$ cat src/hdl/csgp_cfg_pkg.sv
/*
 Constants for the chip-select and general purpose port configuration bank:
 register indices, reserved-bit masks, reset values and decode field layout.
 Assumes a single clock domain and a word-addressed Avalon-MM slave.
*/
package csgp_cfg_pkg;
   localparam int          ADDR_W        = 6;
   localparam logic [5:0]  IDX_CS_EN     = 6'h1a;
   localparam logic [5:0]  IDX_SEL0_LO   = 6'h1b;
   localparam logic [5:0]  IDX_SEL0_HI   = 6'h1c;
   localparam logic [5:0]  IDX_SEL1_LO   = 6'h1d;
   localparam logic [5:0]  IDX_SEL1_HI   = 6'h1e;
   localparam logic [5:0]  IDX_DEV_ID    = 6'h20;
   localparam logic [5:0]  IDX_GP_EN     = 6'h22;
   localparam logic [5:0]  IDX_GP_BASE   = 6'h23;
   localparam logic [5:0]  IDX_PA_DIR    = 6'h25;
   localparam logic [5:0]  IDX_PA_ISO    = 6'h26;
   localparam logic [5:0]  IDX_PB_DIR    = 6'h27;
   localparam logic [5:0]  IDX_PB_ISO    = 6'h28;
   // Reserved bits that always read as one
   localparam logic [7:0]  RSV_CS_EN     = 8'hf0;
   localparam logic [7:0]  RSV_SEL_LO    = 8'h03;
   localparam logic [7:0]  RSV_GP_EN     = 8'hfc;
   localparam logic [7:0]  RSV_PB        = 8'hf0;
   // Reset values of the writable bits
   localparam logic [7:0]  RST_ZERO      = 8'h00;
   // Field positions
   localparam int          CS_EN_A       = 0;
   localparam int          CS_HIZ_A      = 1;
   localparam int          CS_EN_B       = 2;
   localparam int          CS_HIZ_B      = 3;
   localparam int          RANGE_LSB     = 2;
   localparam int          BASE_LO_LSB   = 4;
   localparam int          GP_EN_A       = 0;
   localparam int          GP_EN_B       = 1;
   localparam int          IO_ADDR_W     = 16;
   localparam int          CS_BASE_W     = 12;
   localparam int          PB_LINES      = 4;
   localparam logic [1:0]  RANGE_16      = 2'h0;
   localparam logic [1:0]  RANGE_64      = 2'h1;
   localparam logic [1:0]  RANGE_256     = 2'h2;
   localparam logic [1:0]  RANGE_1K      = 2'h3;
   localparam logic [7:0]  DEV_ID_VALUE  = 8'h5a;  // Arbitrary value
endpackage

$ cat src/hdl/chip_select_gpio_config_regs.sv
/*
 Configuration bank for two address-decode chip selects, an identification
 byte and the setup of two general purpose ports, with its own decode logic.
 Assumes an Avalon-MM master on clk with word addressing; the I/O address
 bus and its valid strobe come from the host side, synchronous to clk.
*/
`timescale 1ns/1ps
// What this block does
// - Enable bit 0 turns select A on; bit 1 floats its pin.
// - Enable bit 2 turns select B on; bit 3 floats its pin.
// - Range field bits 3:2 pick 16, 64, 256 or 1K byte span.
// - Base is 12 bits: low nibble from bits 7:4, high byte from upper register.
// - Reserved configuration bits read as one whatever was written.
// - A read-only identification byte gives device type and revision.
// - Port enable bits 0 and 1 map or power down each general port.
// - Port A sits at twice the base select value, range 000h to 1feh.
// - Port B decodes at twice the base select value plus one.
// - Port A direction bits: zero input, one output.
// - Port A isolation bits: one puts the line in high impedance.
// - Port B has four direction bits; upper four reserved.
// - Port B isolation bits 3:0 float the matching line when one.
module chip_select_gpio_config_regs
   import csgp_cfg_pkg::*;
#(
   parameter logic [7:0] DEV_ID = DEV_ID_VALUE  // Arbitrary value
) (
   input  wire logic                 clk,
   input  wire logic                 nrst,
   input  wire logic [ADDR_W-1:0]    address,
   input  wire logic                 read,
   input  wire logic                 write,
   input  wire logic [31:0]          writedata,
   input  wire logic [3:0]           byteenable,
   output logic      [31:0]          readdata,
   output logic                      waitrequest,
   output logic      [1:0]           response,
   input  wire logic [IO_ADDR_W-1:0] ioAddr,
   input  wire logic                 ioValid,
   output logic                      selectOutA,
   output logic                      selectOutAOe,
   output logic                      selectOutB,
   output logic                      selectOutBOe,
   output logic                      portAHit,
   output logic                      portBHit,
   output logic                      portAPowerDown,
   output logic                      portBPowerDown,
   output logic      [7:0]           portAOutEn,
   output logic      [PB_LINES-1:0]  portBOutEn,
   output logic      [7:0]           portADir,
   output logic      [PB_LINES-1:0]  portBDir
);

   logic [3:0]          csEn_q;
   logic [7:0]          sel0Lo_q;
   logic [7:0]          sel0Hi_q;
   logic [7:0]          sel1Lo_q;
   logic [7:0]          sel1Hi_q;
   logic [1:0]          gpEn_q;
   logic [7:0]          gpBase_q;
   logic [7:0]          paDir_q;
   logic [7:0]          paIso_q;
   logic [PB_LINES-1:0] pbDir_q;
   logic [PB_LINES-1:0] pbIso_q;
   logic                ack_q;
   logic [7:0]          rdByte_d;
   logic                mapped;
   logic                wrStb;
   logic [7:0]          wb;
   logic                selA_d;
   logic                selB_d;
   logic                hitA_d;
   logic                hitB_d;

   // One wait cycle, answer on the second edge
   assign waitrequest = (read | write) & ~ack_q;
   assign wrStb       = write & ack_q & byteenable[0];
   assign wb          = writedata[7:0];
   assign response    = mapped ? 2'h0 : 2'h2;

   always_ff @(posedge clk) begin
      if (!nrst) begin
         ack_q <= 1'b0;
      end else begin
         ack_q <= (read | write) & ~ack_q;
      end
   end

   always_ff @(posedge clk) begin
      if (!nrst) begin
         csEn_q   <= RST_ZERO[3:0];
         sel0Lo_q <= RSV_SEL_LO;
         sel0Hi_q <= RST_ZERO;
         sel1Lo_q <= RSV_SEL_LO;
         sel1Hi_q <= RST_ZERO;
         gpEn_q   <= RST_ZERO[1:0];
         gpBase_q <= RST_ZERO;
         paDir_q  <= RST_ZERO;
         paIso_q  <= RST_ZERO;
         pbDir_q  <= RST_ZERO[PB_LINES-1:0];
         pbIso_q  <= RST_ZERO[PB_LINES-1:0];
      end else if (wrStb) begin
         case (address)
            IDX_CS_EN:   csEn_q   <= wb[3:0];
            IDX_SEL0_LO: sel0Lo_q <= wb | RSV_SEL_LO;
            IDX_SEL0_HI: sel0Hi_q <= wb;
            IDX_SEL1_LO: sel1Lo_q <= wb | RSV_SEL_LO;
            IDX_SEL1_HI: sel1Hi_q <= wb;
            IDX_GP_EN:   gpEn_q   <= wb[1:0];
            IDX_GP_BASE: gpBase_q <= wb;
            IDX_PA_DIR:  paDir_q  <= wb;
            IDX_PA_ISO:  paIso_q  <= wb;
            IDX_PB_DIR:  pbDir_q  <= wb[PB_LINES-1:0];
            IDX_PB_ISO:  pbIso_q  <= wb[PB_LINES-1:0];
            default: ;
         endcase
      end
   end

   // Read mux; reserved bits forced to one
   always_comb begin
      mapped   = 1'b1;
      rdByte_d = RST_ZERO;
      case (address)
         IDX_CS_EN:   rdByte_d = RSV_CS_EN | {4'h0, csEn_q};
         IDX_SEL0_LO: rdByte_d = sel0Lo_q | RSV_SEL_LO;
         IDX_SEL0_HI: rdByte_d = sel0Hi_q;
         IDX_SEL1_LO: rdByte_d = sel1Lo_q | RSV_SEL_LO;
         IDX_SEL1_HI: rdByte_d = sel1Hi_q;
         IDX_DEV_ID:  rdByte_d = DEV_ID;
         IDX_GP_EN:   rdByte_d = RSV_GP_EN | {6'h00, gpEn_q};
         IDX_GP_BASE: rdByte_d = gpBase_q;
         IDX_PA_DIR:  rdByte_d = paDir_q;
         IDX_PA_ISO:  rdByte_d = paIso_q;
         IDX_PB_DIR:  rdByte_d = RSV_PB | {4'h0, pbDir_q};
         IDX_PB_ISO:  rdByte_d = RSV_PB | {4'h0, pbIso_q};
         default:     mapped   = 1'b0;
      endcase
   end

   assign readdata = {24'h000000, rdByte_d};

   // Span match: compare only bits above the selected span
   function automatic logic spanMatch(input logic [IO_ADDR_W-1:0] a,
                                      input logic [7:0] lo, input logic [7:0] hi);
      logic [CS_BASE_W-1:0] base;
      logic [IO_ADDR_W-1:0] full;
      logic [IO_ADDR_W-1:0] mask;
      base = {hi, lo[7:BASE_LO_LSB]};
      full = {base, 4'h0};
      case (lo[RANGE_LSB+1:RANGE_LSB])
         RANGE_16:  mask = 16'hfff0;
         RANGE_64:  mask = 16'hffc0;
         RANGE_256: mask = 16'hff00;
         RANGE_1K:  mask = 16'hfc00;
         default:   mask = 16'hfff0;
      endcase
      spanMatch = ((a ^ full) & mask) == 16'h0000;
   endfunction

   always_comb begin
      selA_d = ioValid & csEn_q[CS_EN_A] & spanMatch(ioAddr, sel0Lo_q, sel0Hi_q);
      selB_d = ioValid & csEn_q[CS_EN_B] & spanMatch(ioAddr, sel1Lo_q, sel1Hi_q);
      hitA_d = ioValid & gpEn_q[GP_EN_A] & (ioAddr == {7'h00, gpBase_q, 1'b0});
      hitB_d = ioValid & gpEn_q[GP_EN_B] & (ioAddr == {7'h00, gpBase_q, 1'b1});
   end

   // Registered decode outputs; selects are active high
   always_ff @(posedge clk) begin
      if (!nrst) begin
         selectOutA <= 1'b0;
         selectOutB <= 1'b0;
         portAHit   <= 1'b0;
         portBHit   <= 1'b0;
      end else begin
         selectOutA <= selA_d;
         selectOutB <= selB_d;
         portAHit   <= hitA_d;
         portBHit   <= hitB_d;
      end
   end

   assign selectOutAOe   = ~csEn_q[CS_HIZ_A];
   assign selectOutBOe   = ~csEn_q[CS_HIZ_B];
   assign portAPowerDown = ~gpEn_q[GP_EN_A];
   assign portBPowerDown = ~gpEn_q[GP_EN_B];
   assign portADir       = paDir_q;
   assign portBDir       = pbDir_q;
   assign portAOutEn     = paDir_q & ~paIso_q;
   assign portBOutEn     = pbDir_q & ~pbIso_q;

   wait_one_a: assert property (@(posedge clk) disable iff (!nrst)
      $rose(read) |-> waitrequest ##1 !waitrequest) else $error("answer not after one wait");
   rsv_cs_a: assert property (@(posedge clk) disable iff (!nrst)
      (read && address == IDX_CS_EN) |-> readdata[7:4] == 4'hf) else $error("reserved bits not one");
   rsv_lo_a: assert property (@(posedge clk) disable iff (!nrst)
      (read && address == IDX_SEL1_LO) |-> readdata[1:0] == 2'h3) else $error("range reserved bits");
   id_fixed_a: assert property (@(posedge clk) disable iff (!nrst)
      (read && address == IDX_DEV_ID) |-> readdata[7:0] == DEV_ID) else $error("id byte wrong");
   sel_off_a: assert property (@(posedge clk) disable iff (!nrst)
      !csEn_q[CS_EN_A] |=> !selectOutA) else $error("select A active while off");
   selb_off_a: assert property (@(posedge clk) disable iff (!nrst)
      !csEn_q[CS_EN_B] |=> !selectOutB) else $error("select B active while off");
   hiz_a_a: assert property (@(posedge clk) disable iff (!nrst)
      (wrStb && address == IDX_CS_EN) |=> selectOutAOe == !$past(wb[1])) else $error("float ctrl");
   porta_hit_a: assert property (@(posedge clk) disable iff (!nrst)
      (ioValid && gpEn_q[0] && ioAddr == {7'h00, gpBase_q, 1'b0}) |=> portAHit)
      else $error("port A decode missed");
   portb_hit_a: assert property (@(posedge clk) disable iff (!nrst)
      portBHit |-> $past(ioAddr[0]) && $past(gpEn_q[1])) else $error("port B decode wrong");
   pd_a: assert property (@(posedge clk) disable iff (!nrst)
      portAPowerDown |=> !portAHit) else $error("powered-down port decoded");
   iso_a: assert property (@(posedge clk) disable iff (!nrst)
      (portAOutEn & paIso_q) == 8'h00 && (portBOutEn & pbIso_q) == 4'h0)
      else $error("isolated line driven");
   span_a: assert property (@(posedge clk) disable iff (!nrst)
      selectOutA |-> $past(ioAddr[15:10]) == sel0Hi_q[7:2] || $past(wrStb))
      else $error("select A outside 1K");

   wr_c: cover property (@(posedge clk) wrStb && address == IDX_SEL0_LO);
   sela_c: cover property (@(posedge clk) selectOutA);
   portb_c: cover property (@(posedge clk) portBHit);
   unmap_c: cover property (@(posedge clk) read && !waitrequest && !mapped);

endmodule

$ cat config.mk
export PLATFORM = sky130hd
export DESIGN_NAME = chip_select_gpio_config_regs
export DESIGN_NICKNAME = d
export VERILOG_FILES = /design/src/hdl/csgp_cfg_pkg.sv /design/src/hdl/chip_select_gpio_config_regs.sv
export SDC_FILE = /design/constraint.sdc
export NUM_CORES = 1
export LEC_CHECK = 0
export BUFFER_PORTS_ARGS = -buffer_cell sky130_fd_sc_hd__buf_2
export CELL_PAD_IN_SITES_DETAIL_PLACEMENT = 2
export CELL_PAD_IN_SITES_GLOBAL_PLACEMENT = 2
export CORE_ASPECT_RATIO = 1.1
export CORE_UTILIZATION = 32
export CTS_CLUSTER_DIAMETER = 60
export DETAILED_ROUTE_END_ITERATION = 10
export GPL_ROUTABILITY_DRIVEN = 0
export PLACE_DENSITY = 0.89
export SYNTH_ARGS = -nofsm -noshare
export SYNTH_HDL_FRONTEND = slang
export SYNTH_SLANG_ARGS = --single-unit
$ cat constraint.sdc
create_clock -name clk -period 2.6 [get_ports clk]
set_input_delay 0.13 -clock clk [delete_from_list [all_inputs] [get_ports clk]]
set_output_delay 0.13 -clock clk [all_outputs]
set_load 0.01 [all_outputs]
After elaboration in Yosys (flattened, before gate mapping)
Cells that the tools add are included.
{"block": "totals", "regBits": 71, "in_bits": 63, "out_inout_bits": 67}
{"block": "op_classes", "eq_ne": 20, "n_mux": 5, "bitwise": 25, "n_reduce_logical": 16}
{"operator": "16-bit case mux with 4 select lines", "n": 2}
{"operator": "8-bit case mux with 12 select lines", "n": 1}
{"operator": "6-bit equality test (second input constant)", "n": 7}
{"operator": "16-bit bitwise AND", "n": 2}
{"operator": "16-bit by 9-bit equality test with 1-bit output", "n": 2}
{"operator": "16-bit zero test", "n": 2}
{"operator": "16-bit bitwise XOR", "n": 2}
{"operator": "6-bit by 5-bit equality test with 1-bit output (second input constant)", "n": 5}
{"operator": "2-bit AND reduction", "n": 11}
{"operator": "12-bit OR reduction", "n": 1}
{"operator": "1-bit bitwise AND", "n": 11}
{"operator": "8-bit bitwise AND", "n": 1}
{"operator": "2-bit equality test (second input constant)", "n": 4}
{"operator": "8-bit inverter", "n": 1}
{"operator": "1-bit inverter", "n": 5}
{"operator": "4-bit bitwise AND", "n": 1}
{"operator": "2-bit by 1-bit equality test with 1-bit output (second input constant)", "n": 2}
{"operator": "2-bit zero test", "n": 2}
{"operator": "4-bit inverter", "n": 1}
{"operator": "2-bit 2-to-1 mux", "n": 1}
{"operator": "1-bit 2-to-1 mux", "n": 1}
{"operator": "1-bit bitwise OR", "n": 1}

Logic depth before layout (Yosys ltp)
Gate-level depths: netlist of the first run.
{"block": "depth", "ltp_word": 5, "depth_mapped": 7, "ltp_nobuf": 4}

Worst setup path before layout of the first run
No wires, ideal clock.
{"block": "synth_path", "path_type": "input -> register", "start": "input port address[3]", "end": "register gpBase_q[2]", "setup_ns": 0.116, "t_arrival_ns": 1.570, "required_ns": 2.484, "setup_slack_ns": 0.914, "path_stages": 6, "path_buffers": 2, "cell_sequence": "buf_6 > or3b_1 > buf_6 > nor4_4 > mux2i_1 > nor2b_1"}
{"block": "synth_via", "elab_chain_len": 2}
{"element": "start, declared", "line_no": "chip_select_gpio_config_regs.sv:29", "text": "input wire logic [ADDR_W-1:0] address,"}
{"element": "6-bit equality test", "line_no": "chip_select_gpio_config_regs.sv:102", "text": "case (address)"}
{"element": "2-bit AND reduction (no source line)"}
{"element": "end signal, assigned", "line_no": "chip_select_gpio_config_regs.sv:109", "text": "IDX_GP_BASE: gpBase_q <= wb;"}
{"element": "end, declared", "line_no": "chip_select_gpio_config_regs.sv:59", "text": "logic [7:0] gpBase_q;"}
No other way between the ends.
A chain may end at the register's enable or synchronous reset.

Worst setup path after layout of the first run
{"block": "layout_path", "start": "input port address[4]", "end": "output port readdata[4]"}
{"block": "layout_via", "elab_chain_len": 2}
{"element": "6-bit equality test or 6-bit by 5-bit equality test with 1-bit output (tied branches)", "line_no": "chip_select_gpio_config_regs.sv:123", "text": "case (address)"}
{"element": "8-bit case mux with 12 select lines *", "line_no": "chip_select_gpio_config_regs.sv:123"}
{"element": "end, declared", "line_no": "chip_select_gpio_config_regs.sv:34", "text": "output logic [31:0] readdata,"}
Every way passes the cells marked *; elsewhere a longest branch is shown, timed or not.

==> qor.json, run 1 <==
{
  "floorplan": {
    "die_height_um": 122,
    "design.core.area_um2": 12700,
    "pin_count": 130,
    "fp.dieW_um": 111,
    "die_area_um2": 13500,
    "row_count": 43,
    "initial_cell_density_of_the_core_pct": 32.9
  },
  "layout": {
    "design.final.nets": 594,
    "commonest_cells_after_routing_fill_and_taps_aside": "79 x sky130_fd_sc_hd__nor2b_1, 77 x sky130_fd_sc_hd__buf_2, 71 x sky130_fd_sc_hd__mux2i_1, 71 x sky130_fd_sc_hd__dfxtp_1, 25 x sky130_fd_sc_hd__conb_1",
    "fill_cells": 1422,
    "multiInputGateArea_um2": 2500,
    "syn_to_final_growth_pct": 17.7,
    "antenna_cells_inserted": 0,
    "design_area_um2": 4920,
    "final_common_cell": "sky130_fd_sc_hd__nor2b_1",
    "fin_cells": 693,
    "sequential_cell_area_um2": 1420,
    "final_layout_size_suffix_gt1_share_pct": 20.1
  },
  "detailed_routing": {
    "route.detailed.drc": 18,
    "detailroute.via_count": 3603,
    "wire_length_reported_by_the_detailed_router_um": 14000,
    "wl_per_cell_um": 20.3,
    "via_per_inst": 5.20,
    "drt_iter0_markers": 116,
    "dr.pass1.iters": 7,
    "ant_nets": 0
  },
  "sta": {
    "post-route-min-period_ns": 2.00,
    "rsz0062_at_grt": "false",
    "hold_viol_final": 0,
    "setup_viol": 0,
    "setup_ws_ns": 0.598,
    "maxClockFrequency_ghz": 0.499,
    "tightest_slew_ns": 0.696,
    "post-route-period-util_pct": 77.0,
    "skew_ns": 0.00317,
    "setup_total_negative_slack_ns": 0,
    "timing.max_slew.rel_slack_pct": 53.5,
    "slew_viol_final": 0
  },
  "clock_tree": {
    "cts_resized": 0,
    "cts_inserted_buffers": 9,
    "cts_tree": "done",
    "ctsRootBufferMaster": "sky130_fd_sc_hd__clkbuf_16",
    "cts_num_sinks": 71,
    "ctsHtreeMaxLevel": 3,
    "clk-insertion-delay-late_ns": 0.34,
    "path_clk_slew_ns": 0.06,
    "cts_post_setup_buffers_inserted": 0,
    "cts-root-to-sink-buffers": 2
  },
  "synth": {
    "synthDominantAreaCellType": "sky130_fd_sc_hd__dfxtp_1",
    "synthesis.area_um2": 4180,
    "synth_enable_flop_cells": 0,
    "dominantRegCellSynth": "sky130_fd_sc_hd__dfxtp_1",
    "post_synth_main_area_contributors": "sky130_fd_sc_hd__dfxtp_1 34%, sky130_fd_sc_hd__mux2i_1 17%, sky130_fd_sc_hd__nor2b_1 12%",
    "synth_area_per_cell_um2": 9.04,
    "synthArstFlopShare_pct": 0,
    "synth_top_cell_area_share_pct": 34.0,
    "distinct_cells_synth": 51,
    "ys_warn_count": 0,
    "synthesis.instances": 462,
    "post_synthesis_sequential_area_ratio_pct": 34.0,
    "ys_seq_elements": 71
  },
  "flow_run": {
    "timing.max_cap.violations": 0
  },
  "placed_design": {
    "hpwl_um": 10300,
    "place.port_buffers": 77,
    "detailed_place.area_um2": 4620,
    "post-place-cells": 676,
    "pre_cts_slack_ns": 0.622
  },
  "setup_path": {
    "critPathCaptureType": "primary output",
    "critical_path_class": "in -> out",
    "cp_max_fo": 8,
    "cp.required_ns": 2.47,
    "setup.worst_path.start_class": "input pin",
    "worst-endpoint-arrival_ns": 1.87
  },
  "global_route": {
    "first_global_vias": 4054,
    "grt_start_max_net_pins": 68,
    "track_usage_pct": 22.0,
    "antenna_violations_before_repair": 0,
    "grt_remaining_overflow": 0,
    "first_pass_grt_wire_length_um": 22500
  },
  "power_and_ir_drop": {
    "peakVddDrop_uv": 283,
    "power_density_nw_per_um2": 526,
    "leakage_uw": 0.00210
  },
  "worst_hold_path": {
    "hold_path.class": "in -> reg"
  },
  "status": {
    "status": "finished with violations",
    "failing_checks": "design-rule violations"
  }
}
[report_power, final]
| part | total [µW] | internal (µW) | switching, µW |
|---|---|---|---|
| sequential | 1090 | 1090 | 1.63 |
| combinational | 249 | 88.2 | 160 |
| clock | 1250 | 769 | 479 |
| total | 2590 | 1950 | 641 |
[cells in the mapped netlist, drive strengths merged, types with 2 or more instances]
library cell  count
nor2b            79
dfxtp            71
mux2i            71
buf              37
nand2            22
xor2             21
clkbuf           19
nor2             15
nand3            14
xnor2            11
nor3              9
a21oi             7
a22oi             7
nor4              7
a21boi            6
inv               6
nand4             6
a2bb2oi           5
and3              4
a31oi             3
a32oi             3
mux2              3
o22ai             3
o2bb2ai           3
a21o              2
a221oi            2
nand2b            2
nand4b            2
nand4bb           2
o2111ai           2
o211ai            2
or3               2
[cells by family (layout without fill, tap and decap cells)]
| group | after synthesis | in the layout | synth area share [%] |
|---|---|---|---|
| and+or+nand+nor | 171 | 171 | 24.0 |
| muxes | 74 | 74 | 17.8 |
| DFF | 71 | 71 | 34.0 |
| buffers and inverters | 62 | 112 | 8.30 |
| AOI/OAI and AO/OA | 51 | 51 | 9.07 |
| xor gates and xnor gates | 32 | 32 | 6.71 |
| other | 1 | 25 | 0.0898 |
[layer usage]
metal  track usage (%)  vias to the layer above  share of wire (%)
li1                  -                     1694                  -
met4              8.13                        0                2.0
met2              39.5                       99                 51
met3              4.13                       21                3.6
met5                 0                        -                  0
met1              26.0                     1789                 43
[final timing paths]
path | end | depth (start not counted) | slack [ns] | startpoint
worst max-delay path | readdata[4] | 6 | 0.60 | address[4]
worst min-delay path | portAHit | 4 | 0.14 | ioAddr[3]
worst max register to register | portADir[0] | 4 | 0.63 | ack_q
worst min register to register | portBHit | 2 | 0.48 | gpEn_q[1]
[final cells by class]
class | instances | area share [%]
Clock inverter | 3 | 0.865
Timing Repair Buffer | 90 | 9.87
Sequential cell | 71 | 28.9
Multi-Input combinational cell | 353 | 50.8
Clock buffer | 13 | 5.09
Tap cell | 157 | 3.99
Inverter | 6 | 0.458
[registers in the layout, indices dropped and copies added (netlist names), 2 cells and up]
name / flops
gpEn_q: 2
pbIso_q: 4
gpBase_q: 8
paIso_q: 8
sel0Hi_q: 8
sel1Hi_q: 8
csEn_q: 4
portADir: 8
portBDir: 4
sel0Lo_q: 6
sel1Lo_q: 6
[timing repair]
action,CTS,global route
endpoints found under the setup margin,0,0
hold buffers,1,0
hold endpoints to repair,1,0
[critical path, cell delays in order]
cell                        delay (ns)
sky130_fd_sc_hd__buf_2            0.15
sky130_fd_sc_hd__or3b_1           0.55
sky130_fd_sc_hd__nor3_1           0.60
sky130_fd_sc_hd__nand2_1          0.12
sky130_fd_sc_hd__o2111ai_1        0.15
sky130_fd_sc_hd__buf_2            0.18
[per-stage QoR]
| step | power, µW | hold WS (ns) | utilization (%) |
|---|---|---|---|
| 4_1_cts | 2610 | 0.144 | 38.7 |
| 5_1_grt | 2670 | 0.177 | 38.7 |
| 3_5_place_dp | 1360 | 0.324 | 36.4 |
| 6_report | 2590 | 0.145 | 38.7 |
| 2_1_floorplan | 1290 | 0.209 | - |
| 3_3_place_gp | 1350 | 0.314 | 36.4 |
(Power assumes the default switching activity.)
==> run 2, diff against run 1 <==
--- a/config.mk
+++ b/config.mk
@@ -5,15 +5,16 @@
 export SDC_FILE = /design/constraint.sdc
 export NUM_CORES = 1
 export LEC_CHECK = 0
+export ABC_AREA = 1
 export BUFFER_PORTS_ARGS = -buffer_cell sky130_fd_sc_hd__buf_2
 export CELL_PAD_IN_SITES_DETAIL_PLACEMENT = 2
 export CELL_PAD_IN_SITES_GLOBAL_PLACEMENT = 2
 export CORE_ASPECT_RATIO = 1.1
-export CORE_UTILIZATION = 32
+export CORE_UTILIZATION = 27
 export CTS_CLUSTER_DIAMETER = 60
 export DETAILED_ROUTE_END_ITERATION = 10
 export GPL_ROUTABILITY_DRIVEN = 0
-export PLACE_DENSITY = 0.89
+export PLACE_DENSITY = 0.85
 export SYNTH_ARGS = -nofsm -noshare
 export SYNTH_HDL_FRONTEND = slang
 export SYNTH_SLANG_ARGS = --single-unit
==> constraint.sdc (replaced) <==
create_clock -name clk -period 1.9 [get_ports clk]
set_input_delay 0.095 -clock clk [delete_from_list [all_inputs] [get_ports clk]]
set_output_delay 0.095 -clock clk [all_outputs]
set_load 0.01 [all_outputs]
==> run 2 against run 1 <==
The run now ends clean. Critical path type is now reg -> reg. Cell count is 37% higher. Highest routed layer unchanged. Final area is 3.1% higher. Utilization shrank 6.3 points. Critical endpoint is now sel1Hi_q[0].
==> qor.json, run 2 <==
{
  "status": {
    "status": "complete, no violations"
  },
  "clock_tree": {
    "ctsRootBufferMaster": "sky130_fd_sc_hd__clkbuf_16",
    "clk-insertion-delay-late": {"value": 0.34, "unit": "ns", "change": "about the same"},
    "cts-root-to-sink-buffers": {"value": 2, "change": "unchanged"},
    "cts_inserted_buffers": {"value": 9, "change": "unchanged"},
    "cts_num_sinks": {"value": 71, "change": "unchanged"},
    "cts_resized": {"value": 0, "change": "unchanged"},
    "cts_post_setup_buffers_inserted": {"value": 0, "change": "unchanged"},
    "cts.hold.buffers_added": {"value": 0, "change": "-1"},
    "path_clk_slew": {"value": 0.06, "unit": "ns", "change": "about the same"},
    "cts_tree": "done",
    "ctsHtreeMaxLevel": {"value": 3, "change": "unchanged"}
  },
  "power_and_ir_drop": {
    "total_power": {"value": 3560, "unit": "µW", "change": "+37%"},
    "leakage": {"value": 0.00245, "unit": "µW", "change": "+17%"},
    "power_density": {"value": 702, "unit": "nW/µm²", "change": "+33%"},
    "peakVddDrop": {"value": 416, "unit": "µV", "change": "+47%"}
  },
  "setup_path": {
    "cp_max_fo": {"value": 16, "change": "+8"},
    "critPathCaptureType": "flip-flop",
    "cp.required": {"value": 2.12, "unit": "ns", "change": "-0.35 ns"},
    "worst-endpoint-arrival": {"value": 1.85, "unit": "ns", "change": "-0.02 ns"},
    "critical_path_class": "reg -> reg",
    "setup.worst_path.start_class": "flip-flop"
  },
  "sta": {
    "setup_viol": {"value": 0, "change": "unchanged"},
    "slew_viol_final": {"value": 0, "change": "unchanged"},
    "maxClockFrequency_ghz": 0.611,
    "post-route-min-period_ns": 1.64,
    "skew": {"value": 0.00807, "unit": "ns", "change": "+0.00489 ns"},
    "setup_total_negative_slack": {"value": 0, "unit": "ns", "change": "unchanged"},
    "hold_viol_final": {"value": 0, "change": "unchanged"},
    "post-route-period-util_pct": 86.1,
    "setup_ws": {"value": 0.264, "unit": "ns", "change": "-0.334 ns"},
    "rsz0062_at_grt": "false"
  },
  "synth": {
    "post_synthesis_sequential_area_ratio": {"value": 33.0, "unit": "%", "change": "-1.0 points"},
    "post_synth_most_frequent_cells": "151 x sky130_fd_sc_hd__nand2_1, 101 x sky130_fd_sc_hd__nor2_1, 79 x sky130_fd_sc_hd__nand3_1, 73 x sky130_fd_sc_hd__inv_1, 71 x sky130_fd_sc_hd__dfxtp_1",
    "dominantRegCellSynth": "sky130_fd_sc_hd__dfxtp_1",
    "synthesis.area": {"value": 4300, "unit": "µm²", "change": "+3.0%"},
    "ys_warn_count": {"value": 0, "change": "unchanged"},
    "synth.most_common_cell": "sky130_fd_sc_hd__nand2_1",
    "synthArstFlopShare": {"value": 0, "unit": "%", "change": "unchanged"},
    "post_synth_main_area_contributors": "sky130_fd_sc_hd__dfxtp_1 33%, sky130_fd_sc_hd__nand2_1 13%, sky130_fd_sc_hd__nand3_1 9.2%",
    "synthesis.instances": {"value": 675, "change": "+46%"},
    "synthDominantAreaCellType": "sky130_fd_sc_hd__dfxtp_1",
    "synth_top_cell_area_share": {"value": 33.0, "unit": "%", "change": "-1.0 points"},
    "synth_enable_flop_cells": {"value": 0, "change": "unchanged"},
    "synth_area_per_cell": {"value": 6.38, "unit": "µm²", "change": "-29%"},
    "ys_seq_elements": {"value": 71, "change": "unchanged"},
    "distinct_cells_synth": {"value": 25, "change": "-51%"}
  },
  "layout": {
    "fill_cells": {"value": 1972, "change": "+39%"},
    "antenna_cells_inserted": {"value": 0, "change": "unchanged"},
    "design.final.nets": {"value": 808, "change": "+36%"},
    "final_common_cell": "sky130_fd_sc_hd__nand2_1",
    "multiInputGateArea": {"value": 2340, "unit": "µm²", "change": "-6.5%"},
    "sequential_cell_area": {"value": 1420, "unit": "µm²", "change": "unchanged"},
    "final_layout_size_suffix_gt1_share": {"value": 16.5, "unit": "%", "change": "-3.6 points"},
    "fin_cells": {"value": 950, "change": "+37%"},
    "commonest_cells_after_routing_fill_and_taps_aside": "151 x sky130_fd_sc_hd__nand2_1, 101 x sky130_fd_sc_hd__nor2_1, 79 x sky130_fd_sc_hd__nand3_1, 77 x sky130_fd_sc_hd__buf_2, 73 x sky130_fd_sc_hd__inv_1",
    "syn_to_final_growth": {"value": 17.8, "unit": "%", "change": "about the same"},
    "design_area": {"value": 5070, "unit": "µm²", "change": "+3.1%"}
  },
  "detailed_routing": {
    "wl_per_cell": {"value": 17.0, "unit": "µm", "change": "-16%"},
    "detailroute.via_count": {"value": 4557, "change": "+26%"},
    "via_per_inst": {"value": 4.80, "change": "-7.7%"},
    "drt_iter0_markers": {"value": 234, "change": "+100%"},
    "dr.pass1.iters": {"value": 4, "change": "-3"},
    "wire_length_reported_by_the_detailed_router": {"value": 16100, "unit": "µm", "change": "+15%"},
    "route.detailed.drc": {"value": 0, "change": "-18"},
    "ant_nets": {"value": 0, "change": "unchanged"}
  },
  "global_route": {
    "global_route.usage.met2": {"value": 35.1, "unit": "%", "change": "-4.4 points"},
    "track_usage": {"value": 20.5, "unit": "%", "change": "-1.5 points"},
    "grt_use_met3": {"value": 3.06, "unit": "%", "change": "-1.1 points"},
    "grt_start_max_net_pins": {"value": 44, "change": "-35%"},
    "groute.layer.met1.usage": {"value": 26.1, "unit": "%", "change": "+0.12 points"},
    "antenna_violations_before_repair": {"value": 0, "change": "unchanged"},
    "grt_remaining_overflow": {"value": 0, "change": "unchanged"},
    "grt_most_used_layer": "met2",
    "first_global_vias": {"value": 4728, "change": "+17%"},
    "first_pass_grt_wire_length": {"value": 25500, "unit": "µm", "change": "+13%"}
  },
  "placed_design": {
    "hpwl": {"value": 12300, "unit": "µm", "change": "+20%"},
    "place.port_buffers": {"value": 77, "change": "unchanged"},
    "detailed_place.area": {"value": 4780, "unit": "µm²", "change": "+3.6%"},
    "post-place-cells": {"value": 934, "change": "+38%"},
    "pre_cts_slack": {"value": 0.273, "unit": "ns", "change": "-0.349 ns"}
  },
  "worst_hold_path": {
    "hold_path.class": "in -> reg"
  },
  "floorplan": {
    "row_count": {"value": 48, "change": "+12%"},
    "pin_count": {"value": 130, "change": "unchanged"},
    "die_area": {"value": 16500, "unit": "µm²", "change": "+22%"},
    "initial_cell_density_of_the_core": {"value": 27.6, "unit": "%", "change": "-5.3 points"},
    "design.core.area": {"value": 15600, "unit": "µm²", "change": "+23%"},
    "die_height": {"value": 134, "unit": "µm", "change": "+10%"},
    "fp.dieW": {"value": 122, "unit": "µm", "change": "+10%"}
  },
  "flow_run": {
    "timing.max_cap.violations": {"value": 0, "change": "unchanged"}
  }
}
==> run 2: final timing paths <==
check | depth (start not counted) | slack, ns | from | endpoint
hold reg to reg | 1 | 0.47 | ack_q | ack_q
setup / recovery | 5 | 0.26 | ack_q | sel1Hi_q[0]
hold / removal | 3 | 0.04 | read | ack_q
setup reg to reg | 5 | 0.26 | ack_q | sel1Hi_q[0]
==> run 2: area by class of cell <==
class,instances,share of cell area (%)
repair buffers,87,9.33
inverters,79,5.85
well taps,200,4.93
clock buffers,12,4.86
multi-input cells,497,46.1
flip-flops and latches,71,28.0
clock inverters,4,0.888
==> run 2: power breakdown <==
| part | leakage, µW | switching [µW] | total [µW] | internal (µW) |
|---|---|---|---|---|
| combinational | 0.00173 | 251 | 343 | 92.6 |
| sequential | 0.000572 | 3.10 | 1500 | 1490 |
| clock | 0.000146 | 673 | 1720 | 1050 |
| total | 0.00245 | 927 | 3560 | 2630 |
==> run 2: through the flow <==
stage | utilization, % | hold slack (ns)
floorplan | - | 0.230
global placement | 30.6 | 0.365
detailed placement | 30.6 | 0.399
CTS | 32.5 | 0.0315
global route | 32.5 | 0.0483
finish | 32.5 | 0.0414
==> run 2: worst max-delay path, stage by stage (launching register included) <==
cell and delay [ns]:
sky130_fd_sc_hd__dfxtp_1 0.35, sky130_fd_sc_hd__nand3_1 0.10, sky130_fd_sc_hd__inv_2 0.30, sky130_fd_sc_hd__nand3_2 0.38, sky130_fd_sc_hd__o21ai_0 0.31, sky130_fd_sc_hd__a21oi_1 0.06
==> run 2: routing by layer <==
metal  routed length [µm]  up-vias
met5                    0        -
met4                  260        0
li1                     -     2233
met2                 7900       81
met3                  519       20
met1                 7470     2223
==> run 2: cell families (layout without fill, tap and decap cells) <==
family / Yosys count / count (layout) / synth area share (%)
AOI/OAI and AO/OA: 90 / 90 / 10.5
and+or+nand+nor: 365 / 365 / 38.2
other: 1 / 25 / 0.0871
xor gates and xnor gates: 17 / 17 / 3.46
DFF: 71 / 71 / 33.0
buffers and inverters: 131 / 182 / 14.7
==> run 3, diff against run 2 <==
--- a/config.mk
+++ b/config.mk
@@ -5,16 +5,16 @@
 export SDC_FILE = /design/constraint.sdc
 export NUM_CORES = 1
 export LEC_CHECK = 0
-export ABC_AREA = 1
 export BUFFER_PORTS_ARGS = -buffer_cell sky130_fd_sc_hd__buf_2
 export CELL_PAD_IN_SITES_DETAIL_PLACEMENT = 2
 export CELL_PAD_IN_SITES_GLOBAL_PLACEMENT = 2
 export CORE_ASPECT_RATIO = 1.1
-export CORE_UTILIZATION = 27
+export CORE_UTILIZATION = 31
+export CTS_BUF_LIST = sky130_fd_sc_hd__clkbuf_4
 export CTS_CLUSTER_DIAMETER = 60
 export DETAILED_ROUTE_END_ITERATION = 10
 export GPL_ROUTABILITY_DRIVEN = 0
-export PLACE_DENSITY = 0.85
+export PLACE_DENSITY = 0.86
 export SYNTH_ARGS = -nofsm -noshare
 export SYNTH_HDL_FRONTEND = slang
 export SYNTH_SLANG_ARGS = --single-unit
==> run 3 against run 2 <==
Register-to-register slack lost 0.06 ns. Via count decreased by 19%. Global-route usage rose by 1.6 points. Clock skew is 0.0083 ns higher.
==> qor.json, run 3 (synthesized netlist as in run 1, its figures left out) <==
{
  "flow_run": {
    "timing.max_cap.violations": {"value": 0, "change": "unchanged"}
  },
  "global_route": {
    "first_global_vias": {"value": 3942, "change": "-17%"},
    "antenna_violations_before_repair": {"value": 1, "change": "+1"},
    "track_usage": {"value": 22.1, "unit": "%", "change": "+1.6 points"},
    "grt_start_max_net_pins": {"value": 68, "change": "+55%"},
    "grt_use_met3": {"value": 3.55, "unit": "%", "change": "+0.49 points"},
    "grt_remaining_overflow": {"value": 0, "change": "unchanged"},
    "grt_most_used_layer": "met2",
    "groute.layer.met1.usage": {"value": 24.9, "unit": "%", "change": "-1.3 points"},
    "global_route.usage.met2": {"value": 42.2, "unit": "%", "change": "+7.0 points"},
    "first_pass_grt_wire_length": {"value": 22600, "unit": "µm", "change": "-11%"}
  },
  "layout": {
    "syn_to_final_growth_pct": 19.2,
    "fill_cells": {"value": 1516, "change": "-23%"},
    "final_layout_size_suffix_gt1_share": {"value": 23.4, "unit": "%", "change": "+6.9 points"},
    "design.final.nets": {"value": 609, "change": "-25%"},
    "fin_cells": {"value": 713, "change": "-25%"},
    "post-route-util": {"value": 37.8, "unit": "%", "change": "+5.4 points"},
    "commonest_cells_after_routing_fill_and_taps_aside": "79 x sky130_fd_sc_hd__nor2b_1, 77 x sky130_fd_sc_hd__buf_2, 71 x sky130_fd_sc_hd__mux2i_1, 69 x sky130_fd_sc_hd__dfxtp_1",
    "sequential_cell_area": {"value": 1420, "unit": "µm²", "change": "+0.18%"},
    "multiInputGateArea": {"value": 2520, "unit": "µm²", "change": "+7.7%"},
    "final_common_cell": "sky130_fd_sc_hd__nor2b_1"
  },
  "floorplan": {
    "die_area": {"value": 13900, "unit": "µm²", "change": "-15%"},
    "design.core.area": {"value": 13200, "unit": "µm²", "change": "-16%"},
    "row_count": {"value": 44, "change": "-8.3%"},
    "fp.dieW": {"value": 113, "unit": "µm", "change": "-7.9%"},
    "die_height": {"value": 124, "unit": "µm", "change": "-7.9%"},
    "pin_count": {"value": 130, "change": "unchanged"},
    "initial_cell_density_of_the_core": {"value": 31.8, "unit": "%", "change": "+4.2 points"}
  },
  "setup_path": {
    "worstReg2RegStart": "gpBase_q[5]",
    "startpoint": "portBDir[0]",
    "ff2ff_path_depth": {"value": 4, "change": "-1"},
    "cp_max_fo": {"value": 4, "change": "-12"},
    "critPathCaptureType": "primary output",
    "setup.worst_path.start_class": "flip-flop",
    "critical_path_class": "reg -> out",
    "worst-endpoint-arrival": {"value": 1.74, "unit": "ns", "change": "-0.11 ns"},
    "timing.rr.end": "portAHit",
    "cp.required": {"value": 1.80, "unit": "ns", "change": "-0.32 ns"},
    "worst-r2r-setup-slack": {"value": 0.20, "unit": "ns", "change": "-0.06 ns"}
  },
  "clock_tree": {
    "cts_num_sinks": {"value": 71, "change": "unchanged"},
    "path_clk_slew": {"value": 0.12, "unit": "ns", "change": "+0.06 ns"},
    "cts-root-to-sink-buffers": {"value": 2, "change": "unchanged"},
    "clk-insertion-delay-late": {"value": 0.45, "unit": "ns", "change": "+0.11 ns"},
    "ctsHtreeMaxLevel": {"value": 3, "change": "unchanged"},
    "ctsRootBufferMaster": "sky130_fd_sc_hd__clkbuf_4",
    "cts_tree": "done",
    "cts_inserted_buffers": {"value": 9, "change": "unchanged"}
  },
  "worst_hold_path": {
    "min_path_cells": {"value": 3, "change": "unchanged"},
    "hold-path-endpoint": "pbIso_q[0]",
    "hold_path.startpoint": "writedata[0]",
    "hold_path.class": "in -> reg"
  },
  "placed_design": {
    "post-place-cells": {"value": 692, "change": "-26%"},
    "place.port_buffers": {"value": 77, "change": "unchanged"},
    "hpwl": {"value": 11100, "unit": "µm", "change": "-9.4%"}
  },
  "sta": {
    "setup_total_negative_slack": {"value": 0, "unit": "ns", "change": "unchanged"},
    "slew_viol_final": {"value": 0, "change": "unchanged"},
    "rsz0062_at_grt": "false",
    "tightest_slew_ns": 0.584,
    "timing.max_slew.rel_slack_pct": 60.9,
    "post-route-min-period": {"value": 1.84, "unit": "ns", "change": "+0.201 ns"},
    "hold_viol_final": {"value": 0, "change": "unchanged"},
    "setup_viol": {"value": 0, "change": "unchanged"},
    "post-route-period-util": {"value": 96.7, "unit": "%", "change": "+11 points"},
    "skew": {"value": 0.0164, "unit": "ns", "change": "+0.00829 ns"},
    "maxClockFrequency": {"value": 0.544, "unit": "GHz", "change": "-11%"},
    "worst_hold_slack": {"value": 0.0269, "unit": "ns", "change": "-0.0145 ns"}
  },
  "status": {
    "status": "complete, no violations"
  },
  "detailed_routing": {
    "via_per_inst": {"value": 5.17, "change": "+7.7%"},
    "detailroute.via_count": {"value": 3685, "change": "-19%"},
    "route.detailed.drc": {"value": 0, "change": "unchanged"},
    "dr.pass1.iters": {"value": 4, "change": "unchanged"},
    "drt_iter0_markers": {"value": 168, "change": "-28%"},
    "ant_nets": {"value": 0, "change": "unchanged"},
    "wl_per_cell": {"value": 20.7, "unit": "µm", "change": "+22%"},
    "wire_length_reported_by_the_detailed_router": {"value": 14800, "unit": "µm", "change": "-8.6%"}
  },
  "power_and_ir_drop": {
    "peakVddDrop": {"value": 268, "unit": "µV", "change": "-36%"},
    "leakage": {"value": 0.00214, "unit": "µW", "change": "-12%"},
    "power_density": {"value": 655, "unit": "nW/µm²", "change": "-6.6%"}
  }
}
[run 3: changes by cell type in the layout (fill, tap and decap cells not counted), moves of 10 or more]
cell / before / now
sky130_fd_sc_hd__a21oi_1: 48 / 7
sky130_fd_sc_hd__nor2b_1: 0 / 79
sky130_fd_sc_hd__clkbuf_4: 0 / 10
sky130_fd_sc_hd__nand2_1: 151 / 22
sky130_fd_sc_hd__nor2_1: 101 / 15
sky130_fd_sc_hd__o21ai_0: 39 / 1
sky130_fd_sc_hd__mux2i_1: 0 / 71
sky130_fd_sc_hd__buf_4: 9 / 25
sky130_fd_sc_hd__nand3_1: 79 / 14
sky130_fd_sc_hd__inv_1: 73 / 6
[run 3: layout make-up]
class / count / share of cell area, %
Multi-Input combinational cell: 353 / 50.6
Sequential cell: 71 / 28.6
Timing Repair Buffer: 105 / 12.1
Tap cell: 161 / 4.05
Clock inverter: 6 / 2.66
Clock buffer: 10 / 1.51
Inverter: 6 / 0.452
Antenna cell: 1 / 0.0503
[run 3: worst max path at each step]
stage,end
floorplan,gpBase_q[2]
global placement,readdata[4]
detailed placement,gpBase_q[7]
CTS,readdata[1]
global route,readdata[0]
finish,readdata[0]
[run 3: per-layer routing]
metal,up-vias,wire (µm)
met3,13,532
met5,-,0
li1,1725,-
met2,101,7980
met1,1846,6060
met4,0,195
[run 3: critical path, cell delays in order (launching register included)]
cell and delay, ns:
sky130_fd_sc_hd__dfxtp_2 0.36, sky130_fd_sc_hd__mux2_2 0.28, sky130_fd_sc_hd__a221oi_2 0.29, sky130_fd_sc_hd__or3_1 0.16, sky130_fd_sc_hd__nand3_1 0.06, sky130_fd_sc_hd__buf_2 0.15
[run 3: stage by stage]
stage	setup WS (ns)	instance area [µm²]	power, µW
global route	0.00210	4980	3370
CTS	0.0413	4950	3280
floorplan	0.249	4270	1760
detailed placement	0.153	4710	1870
global placement	0.218	4710	1860
finish	0.0624	4980	3260
[run 3: repair_timing]
| item | 4_1_cts | 5_1_grt |
|---|---|---|
| setup buffers | 0 | 1 |
| resized for setup | 1 | 4 |
| endpoints found under the setup margin | 1 | 4 |
| pin swaps | 0 | 2 |
| hold endpoints to repair | 2 | 0 |
| hold buffers | 3 | 0 |
[run 3: power breakdown]
part / leakage (µW) / total (µW) / internal, µW / switching [µW]
Sequential: 0.000573 / 1490 / 1490 / 2.29
Clock: 0.000107 / 1410 / 811 / 602
Combinational: 0.00146 / 358 / 132 / 226
